## config.mk

```make
export PLATFORM = sky130hd
export DESIGN_NAME = csf_status_reg
export DESIGN_NICKNAME = d
export VERILOG_FILES = /design/src/common/csf_pkg.sv /design/src/hw/csf_flag_calc.sv /design/src/hw/csf_bank_decode.sv /design/src/hw/csf_status_reg.sv
export VERILOG_INCLUDE_DIRS = /design/src /design/src/common
export SDC_FILE = /design/constraint.sdc
export NUM_CORES = 1
export LEC_CHECK = 0
export BUFFER_PORTS_ARGS = -buffer_cell sky130_fd_sc_hd__buf_4
export CAP_MARGIN = 20
export CORE_MARGIN = 2
export CORE_UTILIZATION = 39
export CTS_CLUSTER_DIAMETER = 150
export DETAILED_ROUTE_END_ITERATION = 16
export HOLD_SLACK_MARGIN = 0.02
export PLACE_DENSITY = 0.81
export SYNTH_ARGS = -nofsm -noshare
export SYNTH_HDL_FRONTEND = slang
export SYNTH_SLANG_ARGS = --single-unit
```

## constraint.sdc

```tcl
create_clock -name core_clk -period 3.3 [get_ports core_clk]
set_input_delay 0.165 -clock core_clk [delete_from_list [all_inputs] [get_ports core_clk]]
set_output_delay 0.165 -clock core_clk [all_outputs]
set_load 0.01 [all_outputs]
```

## src/common/csf_cfg.svh

```systemverilog
// Purpose: constants of the status flag register block
// Assumes: included by design files by bare name
// Notes:   definitions only
`ifndef CSF_CFG_SVH
`define CSF_CFG_SVH

// ----------------------------------------------------------------
// register map and bus
// ----------------------------------------------------------------
`define CSF_OFS_STATUS  8'h00   // byte address of the status register
`define CSF_BUS_W       32      // wishbone data width
`define CSF_REG_W       8       // status register width
`define CSF_RD_NONE     32'h0000_0000 // answer for an unmapped read

// ----------------------------------------------------------------
// bit positions of the status register
// ----------------------------------------------------------------
`define CSF_BIT_IRP     7   // indirect bank select
`define CSF_BIT_RPH     6   // direct bank select, high
`define CSF_BIT_RPL     5   // direct bank select, low
`define CSF_BIT_TO      4   // time-out flag, low true
`define CSF_BIT_PD      3   // power-down flag, low true
`define CSF_BIT_Z       2   // zero
`define CSF_BIT_DC      1   // digit carry / digit borrow
`define CSF_BIT_C       0   // carry / borrow

// ----------------------------------------------------------------
// reset values
// ----------------------------------------------------------------
`define CSF_RST_BANK    3'h0    // all three bank-select bits
`define CSF_RST_TOPD    1'h1    // time-out and power-down
`define CSF_RST_ALU     3'h0    // z, dc, c: undefined, held at zero

// ----------------------------------------------------------------
// arithmetic
// ----------------------------------------------------------------
`define CSF_NIB_CARRY   4       // carry position of a nibble sum
`define CSF_BYTE_CARRY  8       // carry position of a byte sum
`define CSF_SEL_LANE    0       // byte lane that holds the register

`endif

```

## src/common/csf_pkg.sv

```systemverilog
// Purpose: types of the status flag register block
// Assumes: csf_cfg.svh holds the numbers
// Notes:   the status layout follows the register bit order
package csf_pkg;

  // ----------------------------------------------------------------
  // instruction classes seen by the register
  // ----------------------------------------------------------------
  typedef enum logic [2:0] {
    CSF_OP_NONE   = 3'b000, // no flag effect, no write
    CSF_OP_ADD    = 3'b001, // add: z, dc, c
    CSF_OP_SUB    = 3'b010, // subtract: z, dc, c as borrow
    CSF_OP_LOGIC  = 3'b011, // logic result: z only
    CSF_OP_CLEAR  = 3'b100, // clear register: z set
    CSF_OP_MOVE   = 3'b101, // move, bit, swap: no flags
    CSF_OP_WDTCLR = 3'b110, // watchdog clear
    CSF_OP_SLEEP  = 3'b111  // sleep
  } csf_op_e;

  // the status register itself
  typedef struct packed {
    logic       indirect_bank_select;
    logic [1:0] direct_bank_select;
    logic       timeout_flag_n;
    logic       powerdown_flag_n;
    logic       zero_flag;
    logic       digit_carry_flag;
    logic       carry_flag;
  } csf_status_s;

  // flag results of one instruction
  typedef struct packed {
    logic [7:0] result;
    logic       zero;
    logic       digitCarry;
    logic       carry;
    logic       updZero;
    logic       updCarries;
  } csf_flags_s;

  // whole state of the top module
  typedef struct packed {
    csf_status_s status;
    logic        ack;
    logic [31:0] rdat;
  } csf_state_s;

endpackage

```

## src/hw/csf_flag_calc.sv

```systemverilog
// Purpose: result and zero/carry flags of one instruction
// Assumes: operands are stable while the instruction is offered
// Notes:   pure combinational, no state
`timescale 1ns/1ps
`include "csf_cfg.svh"
module csf_flag_calc
  import csf_pkg::*;
(
  input  wire csf_op_e    op,
  input  wire logic [7:0] opA,
  input  wire logic [7:0] opB,
  output csf_flags_s      flags
);

  // ----------------------------------------------------------------
  // adder shared by byte and nibble sums
  // ----------------------------------------------------------------
  function automatic logic [8:0] addc(input logic [7:0] x,
                                      input logic [7:0] y,
                                      input logic       cin);
    addc = {1'b0, x} + {1'b0, y} + {8'h00, cin};
  endfunction

  logic       isSub;  // subtract takes two's complement of opB
  logic [7:0] addend; // opB or its inverse
  logic [8:0] sumB;   // byte sum with carry
  logic [8:0] sumN;   // nibble sum with carry

  // subtraction adds the inverse plus one, so carry means no borrow
  always_comb begin
    isSub  = (op == CSF_OP_SUB);
    addend = isSub ? ~opB : opB;
    sumB   = addc(opA, addend, isSub);
    sumN   = addc({4'h0, opA[3:0]}, {4'h0, addend[3:0]}, isSub);
    flags  = '0;
    case (op)
      CSF_OP_ADD, CSF_OP_SUB: begin
        flags.result     = sumB[7:0];
        flags.carry      = sumB[`CSF_BYTE_CARRY];
        flags.digitCarry = sumN[`CSF_NIB_CARRY];
        flags.updCarries = 1'b1;
        flags.updZero    = 1'b1;
      end
      CSF_OP_LOGIC: begin
        flags.result  = opA;
        flags.updZero = 1'b1;
      end
      CSF_OP_CLEAR: begin
        flags.result  = 8'h00;
        flags.updZero = 1'b1;
      end
      CSF_OP_MOVE: begin
        flags.result = opA;
      end
      default: begin
        flags.result = 8'h00;
      end
    endcase
    flags.zero = (flags.result == 8'h00);
  end

endmodule

```

## src/hw/csf_bank_decode.sv

```systemverilog
// Purpose: data-memory address from the bank select bits
// Assumes: bank bits come straight from the status register
// Notes:   combinational, so a bank change acts on the next access
`timescale 1ns/1ps
module csf_bank_decode
  import csf_pkg::*;
(
  input  wire logic [1:0] directBank,
  input  wire logic       indirectBank,
  input  wire logic [6:0] directAddr,
  input  wire logic [7:0] indirectPtr,
  output logic      [8:0] directFull,
  output logic      [8:0] indirectFull
);

  // ----------------------------------------------------------------
  // bank bits extend the short addresses to nine bits
  // ----------------------------------------------------------------
  // 00 -> 000h-07Fh ... 11 -> 180h-1FFh
  assign directFull   = {directBank, directAddr};
  // 0 -> 000h-0FFh, 1 -> 100h-1FFh
  assign indirectFull = {indirectBank, indirectPtr};

endmodule

```

## src/hw/csf_status_reg.sv

```systemverilog
// Purpose: processor status register with alu flags and bank select
// Assumes: execution unit and watchdog run on core_clk
// Notes:   wishbone slave and instruction port share one register
//
// Implementation choices: register access over Wishbone and the placing of the registers.
`timescale 1ns/1ps
`include "csf_cfg.svh"
module csf_status_reg
  import csf_pkg::*;
#(
  parameter int ADDR_W = 8 // wishbone byte address width
)
(
  input  wire logic              core_clk,
  input  wire logic              resetn,
  // wishbone classic slave
  input  wire logic              wbCyc,
  input  wire logic              wbStb,
  input  wire logic              wbWe,
  input  wire logic [ADDR_W-1:0] wbAdr,
  input  wire logic [3:0]        wbSel,
  input  wire logic [31:0]       wbDatW,
  output logic      [31:0]       wbDatR,
  output logic                   wbAck,
  // instruction port from the execution unit
  input  wire logic              exValid,
  output logic                   exReady,
  input  wire csf_op_e           exOp,
  input  wire logic              exDestStatus,
  input  wire logic [7:0]        exOpA,
  input  wire logic [7:0]        exOpB,
  output logic      [7:0]        exResult,
  // watchdog event
  input  wire logic              wdtTimeout,
  // register value and bank addressing
  output logic      [7:0]        statusOut,
  input  wire logic [6:0]        directAddr,
  input  wire logic [7:0]        indirectPtr,
  output logic      [8:0]        directFull,
  output logic      [8:0]        indirectFull
);

  // ----------------------------------------------------------------
  // state and helpers
  // ----------------------------------------------------------------
  csf_state_s  stQ;       // registered state
  csf_state_s  stD;       // next state
  csf_flags_s  flg;       // flags of the offered instruction
  csf_status_s wrVal;     // value presented by a write
  logic        hitStatus; // bus address decodes to the register
  logic        busReq;    // new bus request, not yet answered
  logic        busWr;     // bus write takes effect this edge
  logic        exFire;    // instruction executes this edge
  logic [7:0]  wrByte;    // raw byte written

  // ----------------------------------------------------------------
  // flag calculation
  // ----------------------------------------------------------------
  csf_flag_calc u_flags (
    .op    (exOp),
    .opA   (exOpA),
    .opB   (exOpB),
    .flags (flg)
  );

  // ----------------------------------------------------------------
  // bank decode
  // ----------------------------------------------------------------
  csf_bank_decode u_bank (
    .directBank   (stQ.status.direct_bank_select),
    .indirectBank (stQ.status.indirect_bank_select),
    .directAddr   (directAddr),
    .indirectPtr  (indirectPtr),
    .directFull   (directFull),
    .indirectFull (indirectFull)
  );

  // ----------------------------------------------------------------
  // handshakes
  // ----------------------------------------------------------------
  // the write lands at the edge where the master sees ack
  assign hitStatus = (wbAdr == ADDR_W'(`CSF_OFS_STATUS));
  assign busReq    = wbCyc && wbStb && !stQ.ack;
  assign busWr     = wbCyc && wbStb && wbWe && stQ.ack && hitStatus
                     && wbSel[`CSF_SEL_LANE];
  // a landing bus write stalls the instruction for one cycle,
  // so neither update is lost
  assign exReady   = !busWr;
  assign exFire    = exValid && exReady;
  assign wbAck     = stQ.ack;
  assign wbDatR    = stQ.rdat;
  assign statusOut = stQ.status;
  assign exResult  = flg.result;

  // ----------------------------------------------------------------
  // next state
  // ----------------------------------------------------------------
  always_comb begin
    stD    = stQ;
    wrVal  = stQ.status;
    wrByte = 8'h00;
    // bus answer: one cycle of ack, read data sampled with it
    stD.ack = busReq;
    if (busReq) begin
      stD.rdat = hitStatus ? {24'h0, stQ.status} : `CSF_RD_NONE;
    end
    // pick the written byte: bus or instruction destination
    if (busWr) begin
      wrByte = wbDatW[7:0];
    end else if (exFire && exDestStatus) begin
      wrByte = flg.result;
    end
    if (busWr || (exFire && exDestStatus &&
                  exOp != CSF_OP_WDTCLR && exOp != CSF_OP_SLEEP &&
                  exOp != CSF_OP_NONE)) begin
      wrVal.indirect_bank_select = wrByte[`CSF_BIT_IRP];
      wrVal.direct_bank_select   =
        wrByte[`CSF_BIT_RPH:`CSF_BIT_RPL];
      // time-out and power-down keep their value on any write
      if (busWr || !(flg.updZero || flg.updCarries)) begin
        wrVal.zero_flag        = wrByte[`CSF_BIT_Z];
        wrVal.digit_carry_flag = wrByte[`CSF_BIT_DC];
        wrVal.carry_flag       = wrByte[`CSF_BIT_C];
      end
      // flag-updating instructions drop the written z, dc, c
      // (bits they do not update stay as they were)
      else begin
        wrVal.zero_flag        = stQ.status.zero_flag;
        wrVal.digit_carry_flag = stQ.status.digit_carry_flag;
        wrVal.carry_flag       = stQ.status.carry_flag;
      end
    end
    // flag logic wins over any written flag value
    if (exFire && flg.updZero) begin
      wrVal.zero_flag = flg.zero;
    end
    if (exFire && flg.updCarries) begin
      wrVal.digit_carry_flag = flg.digitCarry;
      wrVal.carry_flag       = flg.carry;
    end
    // reset-cause flags move only on watchdog clear, sleep and watchdog expiry
    if (exFire && exOp == CSF_OP_WDTCLR) begin
      wrVal.timeout_flag_n   = 1'b1;
      wrVal.powerdown_flag_n = 1'b1;
    end
    if (exFire && exOp == CSF_OP_SLEEP) begin
      wrVal.timeout_flag_n   = 1'b1;
      wrVal.powerdown_flag_n = 1'b0;
    end
    // a watchdog expiry in the same cycle wins over clear/sleep
    if (wdtTimeout) begin
      wrVal.timeout_flag_n = 1'b0;
    end
    stD.status = wrVal;
  end

  // ----------------------------------------------------------------
  // state register
  // ----------------------------------------------------------------
  // z, dc and c are undefined at power-on; zero keeps sims clean
  always_ff @(posedge core_clk) begin
    if (!resetn) begin
      stQ <= '0;
      {stQ.status.indirect_bank_select,
       stQ.status.direct_bank_select} <= `CSF_RST_BANK;
      stQ.status.timeout_flag_n   <= `CSF_RST_TOPD;
      stQ.status.powerdown_flag_n <= `CSF_RST_TOPD;
      {stQ.status.zero_flag, stQ.status.digit_carry_flag,
       stQ.status.carry_flag} <= `CSF_RST_ALU;
    end else begin
      stQ <= stD;
    end
  end

  // helper: instruction classes
  logic fireAdd;  // add executes
  logic fireSub;  // subtract executes
  logic fireClr;  // clear aimed at the register
  assign fireAdd = exFire && exOp == CSF_OP_ADD && !exDestStatus;
  assign fireSub = exFire && exOp == CSF_OP_SUB && !exDestStatus;
  assign fireClr = exFire && exOp == CSF_OP_CLEAR && exDestStatus;
endmodule

```

Word level (Yosys, flattened, before mapping)
Index checks and enable logic that the tools add are counted.

word-level totals
  output and inout bits = 68
  register bits = 41
  logic and storage cells = 73
  input port bits = 86

cells by class
  bitwise logic cells = 1
  muxes and demuxes = 15
  $add $sub $neg = 4
  reduce and logical (&&, ||, !) cells = 35
  equality and inequality tests = 9

operator list
  cell                count
  $mux 8              4
  $logic_not 8->1     2
  $pmux 8 s2          1
  $logic_and 1x1->1   15
  $eq 3x3->1 const B  4
  $reduce_bool 2->1   5
  $add 8x8->9         1
  $add 9x1->9         1
  $mux 2              4
  $not 8->8           1
  $eq 3x2->1 const B  2
  $mux 3              2
  $ne 3x3->1 const B  2
  $reduce_bool 3->1   2
  $add 4x4->5         1
  $add 5x1->5         1
  $mux 1              4
  $reduce_and 2->1    2
  $reduce_or 2->1     2
  $reduce_or 4->1     1
  $eq 3x1->1 const B  1
  $logic_not 1->1     3
  $logic_or 1x1->1    3

Logic depth before layout (Yosys ltp)
  word-level depth = 14
  depth in mapped cells = 13
  mapped depth without buffers = 11

Modules after synthesis
From an unflattened synthesis, not the netlist that was laid out.

second synthesis, totals
  cell total of the unflattened synthesis = 215
  area, all modules = 1766.7 sq um

by module, submodules not included
  module           cells an instance  area an instance (sq um)  times used
  csf_status_reg   113                968.4                     1
  csf_flag_calc    84                 663.1                     1
  csf_bank_decode  18                 135.1                     1

Least setup slack after synthesis
OpenSTA, ideal clock, no wires.

  path kind = input -> register
  start point = input exOp[2]
  end point = register stQ, in the netlist statusOut[2]
  cell stages on the path = 13
  path slack = 337 ps
  data arrival time = 2902 ps
  setup time = 60 ps
  required time = 3240 ps
  cell sequence = buf_6 nor3b_2 buf_1 xor2_1 inv_1 fa_1 xor2_1 a21oi_1 a31oi_1 o21ai_0 or4b_1 nor4_1 a32o_1

on the way
  longest elaborated chain between the ends = 10
  elaborated cells between the ends (all ways) = 34

RTL lines
  item                   RTL line                                  text
  start, declared        csf_status_reg.sv:28                      input wire csf_op_e exOp,
  $eq 3x2->1             csf_flag_calc.sv:31, csf_flag_calc.sv:36
  $mux 8                 csf_flag_calc.sv:32                       addend = isSub ? ~opB : opB;
  $add 8x8->9            csf_flag_calc.sv:21                       addc = {1'b0, x} + {1'b0, y} + {8'h00, cin};
  $add 9x1->9            csf_flag_calc.sv:21
  $pmux 8 s2 (*)         csf_flag_calc.sv:36                       case (op)
  named net exResult[2]  csf_status_reg.sv:32                      output logic [7:0] exResult,
  $mux 8                 csf_status_reg.sv:110                     end else if (exFire && exDestStatus) begin
  $mux 8                 csf_status_reg.sv:108                     if (busWr) begin
  $mux 3                 csf_status_reg.sv:120                     if (busWr || !(flg.updZero || flg.updCarries)) begin
  $mux 3                 csf_status_reg.sv:113                     if (busWr || (exFire && exDestStatus &&
  $mux 1 (*)             csf_status_reg.sv:134                     if (exFire && flg.updZero) begin
  end signal, assigned   csf_status_reg.sv:171                     stQ <= stD;
  end, declared          csf_status_reg.sv:46                      csf_state_s stQ;

Mark *: on every way through the listed nets, which the timed path passes. The rest lies on a longest branch. The select of a mux whose other input is x is not followed.
A chain may end at the register's enable or synchronous reset.

Final worst setup path
  start point = input exOp[1]
  end point = register stQ, in the netlist statusOut[2]

on the way
  longest elaborated chain between the ends = 10
  elaborated cells between the ends (all ways) = 34

RTL lines
  item         RTL line
  $eq 3x2->1   csf_flag_calc.sv:31, csf_flag_calc.sv:36
  $mux 8       csf_flag_calc.sv:32
  $add 8x8->9  csf_flag_calc.sv:21
  $add 9x1->9  csf_flag_calc.sv:21
  $pmux 8 s2   csf_flag_calc.sv:36
  $mux 8       csf_status_reg.sv:110
  $mux 8       csf_status_reg.sv:108
  $mux 3       csf_status_reg.sv:120
  $mux 3       csf_status_reg.sv:113
  $mux 1       csf_status_reg.sv:134

Parallel ways exist; a longest one is shown, timed or not. The select of a mux whose other input is x is not followed.

==> impl_metrics.toml <==
[power_and_ir_drop]
power_mw = 0.628
switching_share_pct = 33.7
power.switching_mw = 0.211
clkPwrFrac_pct = 24.0
powerDensity_mw_per_mm2 = 283
p_int_mw = 0.417
leakagePower_nw = 1.09
combPwrFrac_pct = 41.4
irDropWorstVdd_v = 0.000157
pwr-share-seq_pct = 34.6

[timing]
fin_hold_ws_ps = 112
fin_worst_skew_ps = 2.06
final-max-slew-violation-count = 0
slew-limit-headroom_pct = 61.8
fin_crit_ps = 2760
tns_ps = 0
final-hold-violation-count = 0
period_share_pct = 83.6
rsz0062_at_grt = "no"
setup_viol_count_final = 0
setup_slack_ps = 541
tightest_slew_ps = 573
max_freq_mhz = 362

[floorplanning]
io-pin-count = 154
die_w_um = 72.9
initial_core_util_pct = 39.7
rows = 25
die_h_um = 72.9
fp.coreArea_mm2 = 0.00466
dieArea_mm2 = 0.00532

[setup_path]
crit_type = "input port to flop"
crit_family = "compound AO/OA/AOI/OAI gates"
cp.depth = 12
cp-start-kind = "input port"
cp_cell_sequence = "buf_4 > nor3b_2 > xor2_1 > inv_1 > fa_1 > nand2b_1 > a21oi_1 > a31oi_1 > mux2i_1 > a21o_1 > nor4_1 > a32o_1"
cp_num_buf_inv = 2
cp.required_ps = 3490
cp_slowest_cell = "fa_1"
cpPeakStageDelay_ps = 420
r2r_cells = 10
arrival_ps = 2950
path_max_fanout = 20
end_kind = "flop"

[routing]
antenna_left = 0
wirelength_mm = 4.57
vias = 1822
firstDrtPassIters = 5
wire_per_inst_um = 13.1
via_per_inst = 5.24
drtIter0Drc = 104
drc = 0

[final_layout]
regArea_um2 = 340
fin_nets = 391
fin_util_pct = 47.7
nFillCells = 484
multiInputGateArea_mm2 = 0.00117
design_area_mm2 = 0.00222
drive_gt1_share_pct = 27.9
final_cells = 348
num_antenna_cells = 0
area_growth_pct = 19.9

[place]
dpl_cell_area_mm2 = 0.00218
place_hpwl_mm = 3.75
gp_congestion = 0.892
pre_cts_slack_ps = 297
dp.cells = 344
portBuffers = 70

[clock_tree]
cts_tree = "yes"
hold_buffers = 0
cts.path.max_buffers = 2
cts_sinks = 17
cts_setup_buffers = 0
clock-root-buffer = "clkbuf_8"
clkTransAtPathRegs_ps = 60
cts_made_buffers = 3
htreeDepth = 1
clkLatencyLatePin_ps = 250
cts_resized = 0

[synth]
ys_ff_latch = 17
netlist_instances = 247
synthFlopType = "dfxtp_1"
synth_top_area_share_pct = 18.4
synth_edf_count = 0
async_reset_ff_share_pct = 0
synth_top_cell_by_area = "dfxtp_1"
synthTopCellsByArea = "dfxtp_1 (18%), buf_4 (17%), ha_1 (6.1%), xor2_1 (4.7%), a21oi_1 (4.1%)"
synth_warnings = 0
ys_seq_area_share_pct = 18.4
syn_avg_cell_area_um2 = 7.50
ys_types = 50
synthesis.area_mm2 = 0.00185

[grt]
grt_use_total_pct = 16.8
grt_max_degree = 26
antenna_found_initial = 0
grt_first_pass_wirelength_mm = 7.17
grt_pass1_vias = 1624
overflow = 0

[min_path]
hold_class = "input port to flop"
holdPathStages = 2

[run]
max_cap_violations = 0

[status]
outcome = "complete, no violations"
flip-flops by register name (all words and copies together), names as in the netlist:
signal and cells:
wbDatR 8, wbAck 1, statusOut 8
synthesized netlist by cell type (all sizes together), types with 2 or more instances:
cell	number
nor2b	2
a31oi	5
o21a	2
o21ai	12
nand2	19
xor2	10
buf	48
o31ai	2
nand3	4
a22oi	9
nor3	4
a32o	2
o211ai	3
mux2i	4
a21o	4
dfxtp	17
ha	9
and3	4
nand2b	6
inv	13
clkbuf	5
nor4	3
a21oi	15
and2	3
a211oi	2
nor2	20
cell families after synthesis:
group	count (synthesis)	synth area share, %
AND/OR/NAND/NOR	73	20.0
AO/OA/AOI/OAI	66	24.3
buffers and inverters	66	23.0
flip-flops	17	18.4
adder cells (fa/ha/maj)	10	7.16
XOR/XNOR	10	4.73
multiplexers	4	2.16
other	1	0.203
power by group through the flow:
stage	combinational (mW)	sequential (mW)	clock, mW
after floorplan	0.198	0.222	0
after global placement	0.251	0.222	0
after detailed placement	0.259	0.222	0
after CTS	0.261	0.217	0.155
after global routing	0.290	0.218	0.169
final	0.260	0.217	0.151
per-layer routing:
layer / vias to the layer above / routed length [um] / global-route usage [%]
li1: 895 / - / -
met4: 0 / 98 / 6.38
met5: - / 0 / 0
met1: 836 / 1890 / 19.5
met2: 79 / 2280 / 30.8
met3: 12 / 307 / 2.35
path summary, 6_finish.rpt:
path	start	to	slack, ps
setup / recovery	exOp[1]	statusOut[2]	540
hold / removal	wdtTimeout	statusOut[4]	110
setup reg to reg	wbAck	statusOut[2]	1170
hold reg to reg	statusOut[3]	statusOut[3]	510
placed cells by master (no fill, tap or decap), types with 3 or more instances in the layout:
cell type,instances
dfxtp_1,17
nor3_1,4
nor2_1,20
and3_1,4
clkbuf_8,3
ha_1,9
and2_1,3
nand3_1,4
xor2_1,10
buf_4,73
nand2_1,19
a22oi_1,9
mux2i_1,4
a21o_1,4
nand2b_1,5
o211ai_1,3
o21ai_0,12
nor4_1,3
a21oi_1,15
a31oi_1,5
inv_1,13
conb_1,24
final cells by class:
| type | count | share of cell area [%] |
|---|---|---|
| Clock buffer | 4 | 2.03 |
| Timing Repair Buffer | 73 | 24.7 |
| Inverter | 13 | 2.20 |
| Sequential cell | 17 | 15.3 |
| Multi-Input combinational cell | 187 | 52.7 |
| Tap cell | 54 | 3.04 |
(Power assumes the default switching activity.)
